===== src/common/pms_consts.vh =====
// constants for the pwm module-stop control block
// Notes on behaviour
// - bit 3 of the high stop register stops both pwm channels together
// - each channel runs or stops from shared bit and own bit together
// - channel 1 runs when shared bit and bit 2 are both zero
// - channel 1 stops when shared bit is zero and bit 2 is one
// - channel 0 runs when shared bit and bit 1 are both zero
// - channel 0 stops when shared bit is zero and bit 1 is one
// - pwm registers clear on resets, module stop, standby; kept otherwise
// - converter registers clear on resets, module stop, standby; kept otherwise
`ifndef PMS_CONSTS_VH
`define PMS_CONSTS_VH

`define PMS_OFS_STOP_A 8'h00
`define PMS_OFS_STOP_H 8'h04
`define PMS_OFS_STATUS 8'h08
`define PMS_OFS_CH0 8'h10
`define PMS_OFS_CH1 8'h20
`define PMS_OFS_ADC 8'h30

`define PMS_STOP_A_RST 8'h00
`define PMS_STOP_H_RST 8'h00
`define PMS_BIT_CH1_STOP 2
`define PMS_BIT_CH0_STOP 1
`define PMS_BIT_SHARED 3

`define PMS_SEL_DUTY_A 2'd0
`define PMS_SEL_DUTY_B 2'd1
`define PMS_SEL_CTRL 2'd2
`define PMS_SEL_CNT 2'd3
`define PMS_CTRL_EN_BIT 0
`define PMS_CNT_MAX 14'h3fff

`define PMS_ADC_SEL_DATA 2'd0
`define PMS_ADC_SEL_CSR 2'd1
`define PMS_ADC_SEL_CR 2'd2

`endif


===== src/rtl/pms_pwm_chan.v =====
// one 14-bit pwm channel with its register bank
`timescale 1ns/1ps
`default_nettype none
`include "pms_consts.vh"
module pms_pwm_chan (
  input wire pclk, // system clock
  input wire presetn, // async reset, active low
  input wire run, // channel may run
  input wire init, // synchronous clear of all registers
  input wire wr_en, // register write strobe
  input wire [1:0] wr_sel, // register select
  input wire [15:0] wdata, // write data
  output reg [15:0] duty_a_r, // duty register a
  output reg [15:0] duty_b_r, // duty register b
  output reg [7:0] ctrl_r, // control register
  output reg [13:0] cnt_r, // free counter
  output reg pwm_a_r, // pwm output a
  output reg pwm_b_r // pwm output b
);
  wire wr_ok;
  wire cnt_on;
  assign wr_ok = wr_en & run;
  assign cnt_on = run & ctrl_r[`PMS_CTRL_EN_BIT];

  always @(posedge pclk or negedge presetn) begin
    if (!presetn) begin
      duty_a_r <= 16'h0000;
      duty_b_r <= 16'h0000;
      ctrl_r <= 8'h00;
      cnt_r <= 14'h0000;
      pwm_a_r <= 1'b0;
      pwm_b_r <= 1'b0;
    end else if (init) begin
      duty_a_r <= 16'h0000;
      duty_b_r <= 16'h0000;
      ctrl_r <= 8'h00;
      cnt_r <= 14'h0000;
      pwm_a_r <= 1'b0;
      pwm_b_r <= 1'b0;
    end else begin
      if (wr_ok && wr_sel == `PMS_SEL_DUTY_A)
        duty_a_r <= wdata;
      if (wr_ok && wr_sel == `PMS_SEL_DUTY_B)
        duty_b_r <= wdata;
      if (wr_ok && wr_sel == `PMS_SEL_CTRL)
        ctrl_r <= wdata[7:0];
      if (cnt_on) begin
        cnt_r <= (cnt_r == `PMS_CNT_MAX) ? 14'h0000 : cnt_r + 14'h0001;
        pwm_a_r <= (cnt_r < duty_a_r[13:0]);
        pwm_b_r <= (cnt_r < duty_b_r[13:0]);
      end
    end
  end
endmodule // pms_pwm_chan
`default_nettype wire


===== src/rtl/pms_adc_regs.v =====
// converter register bank with its initialization conditions
`timescale 1ns/1ps
`default_nettype none
`include "pms_consts.vh"
module pms_adc_regs (
  input wire pclk, // system clock
  input wire presetn, // async reset, active low
  input wire init, // synchronous clear of all registers
  input wire wr_en, // register write strobe
  input wire [1:0] wr_sel, // register select
  input wire [7:0] wdata, // write data
  input wire [7:0] conv_data, // conversion result from converter
  input wire conv_valid, // conversion result strobe
  output reg [7:0] data_r, // result register
  output reg [7:0] csr_r, // control and status register
  output reg [7:0] cr_r // control register
);
  always @(posedge pclk or negedge presetn) begin
    if (!presetn) begin
      data_r <= 8'h00;
      csr_r <= 8'h00;
      cr_r <= 8'h00;
    end else if (init) begin
      data_r <= 8'h00;
      csr_r <= 8'h00;
      cr_r <= 8'h00;
    end else begin
      if (conv_valid)
        data_r <= conv_data;
      if (wr_en && wr_sel == `PMS_ADC_SEL_CSR)
        csr_r <= wdata;
      if (wr_en && wr_sel == `PMS_ADC_SEL_CR)
        cr_r <= wdata;
    end
  end
endmodule // pms_adc_regs
`default_nettype wire


===== src/rtl/pms_top.v =====
// apb register slave, module-stop decode and register initialization control
//
// Our own choices: register access over APB and the placing of the registers.
`timescale 1ns/1ps
`default_nettype none
`include "pms_consts.vh"
module pms_top (
  input wire pclk, // system clock, 100 mhz
  input wire presetn, // async reset, active low
  input wire psel, // apb select
  input wire penable, // apb enable
  input wire pwrite, // apb direction, high for write
  input wire [7:0] paddr, // apb byte address
  input wire [31:0] pwdata, // apb write data
  output reg [31:0] prdata, // apb read data
  output wire pready, // apb ready
  output reg pslverr, // apb error, unmapped address
  input wire wdt_reset, // watchdog reset pulse, same clock
  input wire sw_standby, // software standby state, same clock
  input wire hw_standby, // hardware standby state, same clock
  input wire adc_module_stop, // converter module stop, same clock
  input wire [7:0] adc_conv_data, // converter result
  input wire adc_conv_valid, // converter result strobe
  output wire pwm0_run, // channel 0 running
  output wire pwm1_run, // channel 1 running
  output wire pwm0_out_a, // channel 0 output a
  output wire pwm0_out_b, // channel 0 output b
  output wire pwm1_out_a, // channel 1 output a
  output wire pwm1_out_b // channel 1 output b
);

  ////////////////////////////////////////////////////////////////////////////
  // address decode helpers

  function in_block;
    input [7:0] addr;
    input [7:0] base;
    begin
      in_block = (addr[7:4] == base[7:4]);
    end
  endfunction

  function [1:0] word_sel;
    input [7:0] addr;
    begin
      word_sel = addr[3:2];
    end
  endfunction

  // a channel runs only while the shared bit and its own bit are both clear
  function chan_run;
    input shared_stop;
    input own_stop;
    begin
      chan_run = ~shared_stop & ~own_stop;
    end
  endfunction

  // channel registers clear on watchdog, standby or while the channel is stopped
  function chan_init;
    input wdt;
    input stby;
    input run_i;
    begin
      chan_init = wdt | stby | ~run_i;
    end
  endfunction

  // read word of one channel's register bank
  function [31:0] chan_word;
    input [1:0] s;
    input [15:0] da;
    input [15:0] db;
    input [7:0] ctl;
    input [13:0] cnt;
    begin
      case (s)
        `PMS_SEL_DUTY_A: chan_word = {16'h0000, da};
        `PMS_SEL_DUTY_B: chan_word = {16'h0000, db};
        `PMS_SEL_CTRL: chan_word = {24'h00_0000, ctl};
        default: chan_word = {18'h0_0000, cnt};
      endcase
    end
  endfunction

  ////////////////////////////////////////////////////////////////////////////
  // apb handshake

  wire setup_ph;
  wire access_ph;
  wire wr_access;
  wire [1:0] sel;
  wire hit_stop_a;
  wire hit_stop_h;
  wire hit_status;
  wire hit_ch0;
  wire hit_ch1;
  wire hit_adc;
  wire mapped;
  wire aligned;

  // zero wait: the read word is captured in the setup cycle
  assign pready = 1'b1;
  assign setup_ph = psel & ~penable;
  assign access_ph = psel & penable;
  assign sel = word_sel(paddr);
  assign aligned = (paddr[1:0] == 2'b00);
  assign hit_stop_a = aligned & (paddr == `PMS_OFS_STOP_A);
  assign hit_stop_h = aligned & (paddr == `PMS_OFS_STOP_H);
  assign hit_status = aligned & (paddr == `PMS_OFS_STATUS);
  assign hit_ch0 = aligned & in_block(paddr, `PMS_OFS_CH0);
  assign hit_ch1 = aligned & in_block(paddr, `PMS_OFS_CH1);
  assign hit_adc = aligned & in_block(paddr, `PMS_OFS_ADC) & (sel != 2'd3);
  assign mapped = hit_stop_a | hit_stop_h | hit_status | hit_ch0 | hit_ch1 | hit_adc;
  assign wr_access = access_ph & pwrite & mapped;

  ////////////////////////////////////////////////////////////////////////////
  // stop-control registers

  reg [7:0] peripheral_stop_control_a_r;
  reg shared_pwm_stop_bit_r;
  wire pwm_ch1_stop_bit;
  wire pwm_ch1_partner_ch0_stop_bit;

  assign pwm_ch1_stop_bit = peripheral_stop_control_a_r[`PMS_BIT_CH1_STOP];
  assign pwm_ch1_partner_ch0_stop_bit = peripheral_stop_control_a_r[`PMS_BIT_CH0_STOP];
  // reserved bits 7..3 and 0 are plain storage; software keeps them at zero

  always @(posedge pclk or negedge presetn) begin
    if (!presetn) begin
      peripheral_stop_control_a_r <= `PMS_STOP_A_RST;
      shared_pwm_stop_bit_r <= 1'b0;
    end else begin
      if (wr_access && hit_stop_a)
        peripheral_stop_control_a_r <= pwdata[7:0];
      if (wr_access && hit_stop_h)
        shared_pwm_stop_bit_r <= pwdata[`PMS_BIT_SHARED];
    end
  end

  ////////////////////////////////////////////////////////////////////////////
  // run decision per channel

  // the reserved shared=1 setting is treated as stopping both channels
  assign pwm1_run = chan_run(shared_pwm_stop_bit_r,
                             pwm_ch1_stop_bit);
  assign pwm0_run = chan_run(shared_pwm_stop_bit_r,
                             pwm_ch1_partner_ch0_stop_bit);

  ////////////////////////////////////////////////////////////////////////////
  // initialization conditions

  wire standby;
  wire pwm0_init;
  wire pwm1_init;
  wire adc_init;

  // sleep and speed changes are not listed, so registers are retained there
  assign standby = sw_standby | hw_standby;
  assign pwm1_init = chan_init(wdt_reset, standby, pwm1_run);
  assign pwm0_init = chan_init(wdt_reset, standby, pwm0_run);
  assign adc_init = wdt_reset | standby | adc_module_stop;

  ////////////////////////////////////////////////////////////////////////////
  // pwm channels and converter registers

  wire [15:0] ch0_duty_a;
  wire [15:0] ch0_duty_b;
  wire [7:0] ch0_ctrl;
  wire [13:0] ch0_cnt;
  wire [15:0] pwm_ch1_duty_a;
  wire [15:0] pwm_ch1_duty_b;
  wire [7:0] pwm_ch1_control;
  wire [13:0] pwm_ch1_counter;
  wire [7:0] adc_data;
  wire [7:0] adc_csr;
  wire [7:0] adc_cr;

  pms_pwm_chan u_pwm_channel_zero (
    .pclk(pclk),
    .presetn(presetn),
    .run(pwm0_run),
    .init(pwm0_init),
    .wr_en(wr_access & hit_ch0),
    .wr_sel(sel),
    .wdata(pwdata[15:0]),
    .duty_a_r(ch0_duty_a),
    .duty_b_r(ch0_duty_b),
    .ctrl_r(ch0_ctrl),
    .cnt_r(ch0_cnt),
    .pwm_a_r(pwm0_out_a),
    .pwm_b_r(pwm0_out_b)
  );

  pms_pwm_chan u_pwm_channel_one (
    .pclk(pclk),
    .presetn(presetn),
    .run(pwm1_run),
    .init(pwm1_init),
    .wr_en(wr_access & hit_ch1),
    .wr_sel(sel),
    .wdata(pwdata[15:0]),
    .duty_a_r(pwm_ch1_duty_a),
    .duty_b_r(pwm_ch1_duty_b),
    .ctrl_r(pwm_ch1_control),
    .cnt_r(pwm_ch1_counter),
    .pwm_a_r(pwm1_out_a),
    .pwm_b_r(pwm1_out_b)
  );

  pms_adc_regs u_adc_regs (
    .pclk(pclk),
    .presetn(presetn),
    .init(adc_init),
    .wr_en(wr_access & hit_adc),
    .wr_sel(sel),
    .wdata(pwdata[7:0]),
    .conv_data(adc_conv_data),
    .conv_valid(adc_conv_valid),
    .data_r(adc_data),
    .csr_r(adc_csr),
    .cr_r(adc_cr)
  );

  ////////////////////////////////////////////////////////////////////////////
  // read mux

  reg [31:0] rd_nxt;

  always @* begin
    rd_nxt = 32'h0000_0000;
    if (hit_stop_a)
      rd_nxt = {24'h00_0000, peripheral_stop_control_a_r};
    else if (hit_stop_h)
      rd_nxt = {28'h000_0000, shared_pwm_stop_bit_r, 3'b000};
    else if (hit_status)
      rd_nxt = {24'h00_0000, 3'b000, adc_module_stop, hw_standby, sw_standby,
                pwm1_run, pwm0_run};
    else if (hit_ch0)
      rd_nxt = chan_word(sel, ch0_duty_a, ch0_duty_b, ch0_ctrl, ch0_cnt);
    else if (hit_ch1)
      rd_nxt = chan_word(sel, pwm_ch1_duty_a, pwm_ch1_duty_b, pwm_ch1_control, pwm_ch1_counter);
    else if (hit_adc) begin
      case (sel)
        `PMS_ADC_SEL_DATA: rd_nxt = {24'h00_0000, adc_data};
        `PMS_ADC_SEL_CSR: rd_nxt = {24'h00_0000, adc_csr};
        default: rd_nxt = {24'h00_0000, adc_cr};
      endcase
    end
  end

  always @(posedge pclk or negedge presetn) begin
    if (!presetn) begin
      prdata <= 32'h0000_0000;
      pslverr <= 1'b0;
    end else if (setup_ph) begin
      prdata <= pwrite ? 32'h0000_0000 : rd_nxt;
      pslverr <= ~mapped;
    end
  end

endmodule // pms_top
`default_nettype wire


===== config.mk =====
export PLATFORM = sky130hd
export DESIGN_NAME = pms_top
export DESIGN_NICKNAME = d
export VERILOG_FILES = /design/src/rtl/pms_pwm_chan.v /design/src/rtl/pms_adc_regs.v /design/src/rtl/pms_top.v
export VERILOG_INCLUDE_DIRS = /design/src /design/src/common
export SDC_FILE = /design/constraint.sdc
export NUM_CORES = 1
export LEC_CHECK = 0
export ABC_AREA = 0
export BUFFER_PORTS_ARGS = -buffer_cell sky130_fd_sc_hd__buf_2
export CAP_MARGIN = 25
export CORE_MARGIN = 5
export CORE_UTILIZATION = 35
export DETAILED_ROUTE_END_ITERATION = 7
export HOLD_SLACK_MARGIN = 0.02
export MAX_ROUTING_LAYER = met4
export SETUP_SLACK_MARGIN = 0.4
export SYNTH_ARGS = -nofsm -noshare
export SYNTH_HDL_FRONTEND = slang
export SYNTH_SLANG_ARGS = --single-unit

===== constraint.sdc =====
create_clock -name pclk -period 3.25 [get_ports pclk]
set_input_delay 0.325 -clock pclk [delete_from_list [all_inputs] [get_ports pclk]]
set_output_delay 0.325 -clock pclk [all_outputs]
set_load 0.03 [all_outputs]

* Word level (Yosys, flattened, before mapping) *
Cells that the tools add are included.

storage, ports and cells
  logic and storage cells = 138
  bits in registers = 178
  output and inout port bits = 40

operators by class
  multiplexer cells = 42
  magnitude comparators = 4
  $add $sub $neg = 2
  eq/ne operators = 10
  reduce and logical (&&, ||, !) cells = 24
  bitwise operators = 37

operators with widths
  cell                                                 count
  two-way mux 32 bit                                   6
  two-way mux 16 bit                                   8
  one-hot mux 16 bit (3 select lines)                  2
  two-way mux 8 bit                                    11
  two-way mux 14 bit                                   6
  less-than comparator 14 bit                          4
  adder 14 x 1 -> 14 bit, second input constant        2
  equality test 14 bit, second input constant          2
  nonzero test 2 bit                                   11
  AND 1 bit                                            20
  one-hot mux 8 bit (2 select lines)                   1
  logical AND 1 bit                                    10
  OR 1 bit                                             10
  equality test 4 x 2 -> 1 bit, second input constant  2
  equality test 8 x 3 -> 1 bit, second input constant  1
  equality test 8 x 4 -> 1 bit, second input constant  1
  zero test 8 bit                                      1
  two-way mux 1 bit                                    8
  NOT 1 bit                                            7
  equality test 4 x 1 -> 1 bit, second input constant  1
  zero test 2 bit                                      2
  equality test 2 x 1 -> 1 bit, second input constant  1
  equality test 2 bit, second input constant           1
  != test 2 bit, second input constant                 1

* Depth between registers and ports, before layout *
  depth after elaboration = 13
  gate-level depth with buffers = 9
  depth with buffers taken out = 7

* Modules after synthesis *
A second synthesis with hierarchy kept.

second synthesis, totals
  cells, all modules = 1054
  area, all modules = 9673.0 µm²

modules (own cells, without submodules)
  module        cells an instance  times used  area an instance (µm²)
  pms_pwm_chan  355                2           3066.7
  pms_top       255                1           2453.6
  pms_adc_regs  89                 1           1086.0

* Worst setup path after synthesis *
No wires, ideal clock.

  kind = reg2reg
  from = register shared_pwm_stop_bit_r
  to = register u_pwm_channel_zero.duty_a_r[11]
  data required time = 3118 ps
  clock period less this slack = 2299 ps
  arrival = 2167 ps
  stages on the path, launching flop included = 7
  slack = 951 ps
  cell sequence = dfrtp_1 > nor2_1 > nand3_4 > nor4_4 > buf_6 > mux2i_1 > nor2_1

between the ends
  word-level cells in the longest chain between the ends = 5

RTL lines
  what                                                                       line                             text
  start: declaration                                                         pms_top.v:121                    reg shared_pwm_stop_bit_r;
  start signal: assignment                                                   pms_top.v:137                    shared_pwm_stop_bit_r <= pwdata[`PMS_BIT_SHARED];
  NOT 1 bit (*)                                                              pms_top.v:55                     chan_run = ~shared_stop & ~own_stop;
  AND 1 bit (*)                                                              pms_top.v:55
  net pwm0_run                                                               pms_top.v:24                     output wire pwm0_run,
  AND 1 bit or NOT 1 bit (tied branches)                                     pms_pwm_chan.v:22, pms_top.v:65
  logical AND 1 bit (no source line) or OR 1 bit (tied branches)             --
  nonzero test 2 bit (no source line) or two-way mux 16 bit (tied branches)  --
  end signal: assignment                                                     pms_pwm_chan.v:42                duty_a_r <= wdata;
  end: declaration                                                           pms_pwm_chan.v:13                output reg [15:0] duty_a_r,

Mark *: on every way through the listed nets, which the timed path passes. The rest lies on a longest branch.
A chain may end at the register's enable or synchronous reset.

* Worst setup path in the final report *
  from = register shared_pwm_stop_bit_r
  to = register u_pwm_channel_zero.pwm_b_r

between the ends
  word-level cells in the longest chain between the ends = 5

RTL lines
  what                                                     line               text
  NOT 1 bit (*)                                            pms_top.v:55
  AND 1 bit (*)                                            pms_top.v:55
  NOT 1 bit                                                pms_top.v:65       chan_init = wdt | stby | ~run_i;
  OR 1 bit                                                 pms_top.v:65
  two-way mux 1 bit or nonzero test 2 bit (tied branches)  --
  end signal: assignment                                   pms_pwm_chan.v:50  pwm_b_r <= (cnt_r < duty_b_r[13:0]);
  end: declaration                                         pms_pwm_chan.v:18  output reg pwm_b_r

Every way passes the cells marked *; elsewhere a longest branch is shown, timed or not.

==> results.json <==
{
  "synthFlopType": "dfrtp_1",
  "crit-reg2reg-launch": "shared_pwm_stop_bit_r$_DFFE_PN0P_",
  "fin_crit_ns": 2.16,
  "crit_path_max_incr_delay_ns": 0.54,
  "wl_mm": 26.9,
  "wl_per_cell_microns": 18.9,
  "grt_setup_unrepaired": "false",
  "clkSinkCount": 162,
  "worstPathCellList": "nor2_1 -> buf_4 -> nand3_1 -> a2111oi_0 -> o211ai_1 -> o21ai_0",
  "insertion_delay_ns": 0.43,
  "die_h_microns": 175,
  "ant_nets": 0,
  "wl_met3_mm": 1.53,
  "async_flop_share_pct": 100,
  "dieArea_sq_um": 30500,
  "outcome": "finished, final reports clean",
  "setup_viol": 0,
  "regArea_sq_um": 4050,
  "holdWs_ns": 0.137,
  "clockBufferDepth": 2,
  "slowest_stage": "a2111oi_0",
  "syn_area_per_cell_sq_um": 9.29,
  "cts_max_level": 4,
  "maxSlewViolCount": 0,
  "gp_congestion": 0.959,
  "dr.pass1.iters": 5,
  "drc": 0,
  "cts_setup_buffers": 0,
  "port_buffers": 64,
  "postSynthCellCount": 1022,
  "vias": 7699,
  "dieWidth_microns": 175,
  "critical_path.startpoint_type": "flip-flop",
  "final_nets": 1183,
  "hpwlAfterDp_mm": 19.2,
  "start_util_pct": 35.3,
  "antenna_found_initial": 0,
  "hold_end": "u_adc_regs.data_r[5]$_DFFE_PN0P_",
  "grt_use_total_pct": 18.3,
  "clk_pin_slew_worst_paths_ns": 0.07,
  "diodes": 0,
  "min_period_over_period_pct": 66.5,
  "io-pin-count": 98,
  "synth_top_area_share_pct": 42.7,
  "highest_layer": "met4",
  "r2r_cells": 6,
  "power_density_nw_per_um2": 420,
  "drive_gt1_share_pct": 14.5,
  "n_fill_cell": 2672,
  "min_from": "adc_conv_data[5]",
  "r2r-end": "u_pwm_channel_zero.pwm_b_r$_DFFE_PN0P_",
  "yosys_warnings": 0,
  "pre_cts_ws_ns": 0.750,
  "final_area_sq_um": 10700,
  "drt_iter0_drc": 783,
  "yosys.area.top_type": "dfrtp_1",
  "ff2ff_setup_slack_ns": 1.09,
  "seq_area_frac_synth_pct": 42.7,
  "max_slew_margin_pct": 51.5,
  "drv_cap": 0,
  "tightest_slew_ns": 0.727,
  "skew_ns": 0.0110,
  "grt_pass1_wl_mm": 43.0,
  "fin_ws_ns": 1.09,
  "critPathKind": "reg -> reg",
  "synthTopCellsByArea": "dfrtp_1 (43%), ha_1 (7.1%), mux2i_1 (7.0%), nand2_1 (6.3%), a21oi_1 (4.8%)",
  "p_leak_nw": 4.66,
  "crit_fanout": 4,
  "syn_to_final_growth_pct": 13.0,
  "crit_required_ns": 3.60,
  "utilization_pct": 39.9,
  "gr-total-overflow": 0,
  "endpoint_kind": "flip-flop",
  "achievable-frequency_mhz": 463,
  "yosys.cell_types.count": 61,
  "min_path_type": "in -> reg",
  "grt_pass1_vias": 7520,
  "ys_ff_latch": 162,
  "grt_max_degree": 66,
  "via_per_inst": 5.40,
  "clockRootBuffer": "clkbuf_16",
  "multi_input_area_sq_um": 4890,
  "row_count": 60,
  "wl_met2_mm": 12.1,
  "final.setup.tns_ns": 0,
  "synth_area_sq_um": 9500,
  "coreArea_sq_um": 26900,
  "synth-edff-count": 0,
  "arrival_ns": 2.51,
  "cts_tree": "done",
  "placed_cell_area_sq_um": 10100,
  "finalHoldViolations": 0,
  "cts_made_buffers": 17,
  "ir_drop_mv": 0.352,
  "hold_depth": 3,
  "drt-met1-wl_mm": 12.8
}
-- sequential cells by signal, indices dropped and copies added (netlist names), 8 cells and up --
register and count:
u_pwm_channel_one.ctrl_r 8, u_pwm_channel_one.duty_b_r 16, prdata 16, u_pwm_channel_one.duty_a_r 16, u_pwm_channel_zero.duty_b_r 16, u_adc_regs.data_r 8, u_pwm_channel_zero.ctrl_r 8, u_pwm_channel_zero.duty_a_r 16
u_pwm_channel_zero.cnt_r 14, u_adc_regs.cr_r 8, u_pwm_channel_one.cnt_r 14, u_adc_regs.csr_r 8, peripheral_stop_control_a_r 8
-- what timing repair did --
| action | CTS | global route |
|---|---|---|
| setup endpoints to repair | 0 | 0 |
| hold buffers | 1 | 0 |
| resized for setup | 0 | 0 |
| hold endpoints to repair | 54 | 0 |
-- layout make-up --
| cell class | count | share of cell area, % |
|---|---|---|
| multi-input combinational | 744 | 45.5 |
| sequential | 162 | 37.8 |
| timing repair buffer | 88 | 4.86 |
| clock buffer | 19 | 4.22 |
| tap | 341 | 3.97 |
| inverter | 58 | 2.03 |
| clock inverter | 13 | 1.61 |
-- per-stage QoR --
| step | instances | power [mW] |
|---|---|---|
| after detailed placement | 1392 | 2.38 |
| after CTS | 1425 | 4.55 |
| final | 1425 | 4.51 |
| after floorplan | 1037 | 2.25 |
| after global placement | 1392 | 2.38 |
| after global routing | 1425 | 4.66 |
-- critical path: cells and delay by family, from the launching register on --
kind / cells / cell delay [ns]
AO/OA/AOI/OAI: 3 / 0.88
AND/OR/NAND/NOR: 2 / 0.56
flip-flops: 1 / 0.41
buffers and inverters: 1 / 0.24
-- per-layer routing --
layer | vias to the layer above | track usage, %
met5 | - | -
met4 | 0 | 4.29
met3 | 28 | 3.44
met2 | 206 | 27.6
met1 | 3809 | 25.7
li1 | 3656 | -
-- synthesized netlist by cell type (5+ instances only) --
library cell / instances
dfrtp_1: 162
o2111ai_1: 5
buf_2: 14
ha_1: 54
buf_4: 19
mux2i_1: 66
nand2_1: 159
and3_1: 5
a22o_1: 16
nor3_1: 13
a31oi_1: 13
o22ai_1: 7
nand2b_1: 9
mux2_2: 14
inv_1: 58
xor2_1: 12
a22oi_1: 9
mux4_2: 13
nand3_1: 21
o21ai_0: 61
nand4_1: 13
a21oi_1: 92
nor2_1: 83
clkbuf_1: 30
-- where the power goes --
group | leakage (nW) | switching [mW] | internal (mW)
logic | 2.10 | 0.237 | 0.0773
clock network | 0.299 | 0.900 | 1.27
registers | 2.26 | 0.00519 | 2.02
total | 4.66 | 1.14 | 3.37
-- placed cells by master (no fill, tap or decap), drive strengths merged, types with 7 or more instances in the layout --
| master | count |
|---|---|
| dfrtp | 162 |
| nand2 | 159 |
| a21oi | 92 |
| buf | 87 |
| nor2 | 86 |
| mux2i | 66 |
| inv | 63 |
| o21ai | 61 |
| ha | 54 |
| nand3 | 23 |
| clkbuf | 19 |
| conb | 17 |
| a22o | 16 |
| mux2 | 14 |
| nor3 | 14 |
| nand4 | 14 |
| a31oi | 13 |
| mux4 | 13 |
| xor2 | 12 |
| nand2b | 9 |
| a22oi | 9 |
| o22ai | 7 |
-- cells by family after synthesis --
logic type,after synthesis,synth area share [%]
flops,162,42.7
fa+ha+maj,54,7.11
xor+xnor,16,1.48
compound gates,236,14.9
mux,93,11.7
buf+inv,131,6.45
simple gates,328,15.6
other cells,2,0.0791
-- worst max-delay path by stage --
stage,startpoint,end,cells past startpoint
after floorplan,shared_pwm_stop_bit_r$_DFFE_PN0P_,u_pwm_channel_zero.duty_a_r[11]$_DFFE_PN0P_,6
after global placement,paddr[1],u_pwm_channel_zero.ctrl_r[2]$_DFFE_PN0P_,6
after detailed placement,paddr[1],u_pwm_channel_zero.ctrl_r[3]$_DFFE_PN0P_,6
after CTS,shared_pwm_stop_bit_r$_DFFE_PN0P_,u_pwm_channel_zero.pwm_b_r$_DFFE_PN0P_,6
after global routing,shared_pwm_stop_bit_r$_DFFE_PN0P_,u_pwm_channel_zero.pwm_b_r$_DFFE_PN0P_,6
final,shared_pwm_stop_bit_r$_DFFE_PN0P_,u_pwm_channel_zero.pwm_b_r$_DFFE_PN0P_,6
Note: power is estimated with default switching activity, not from simulation.
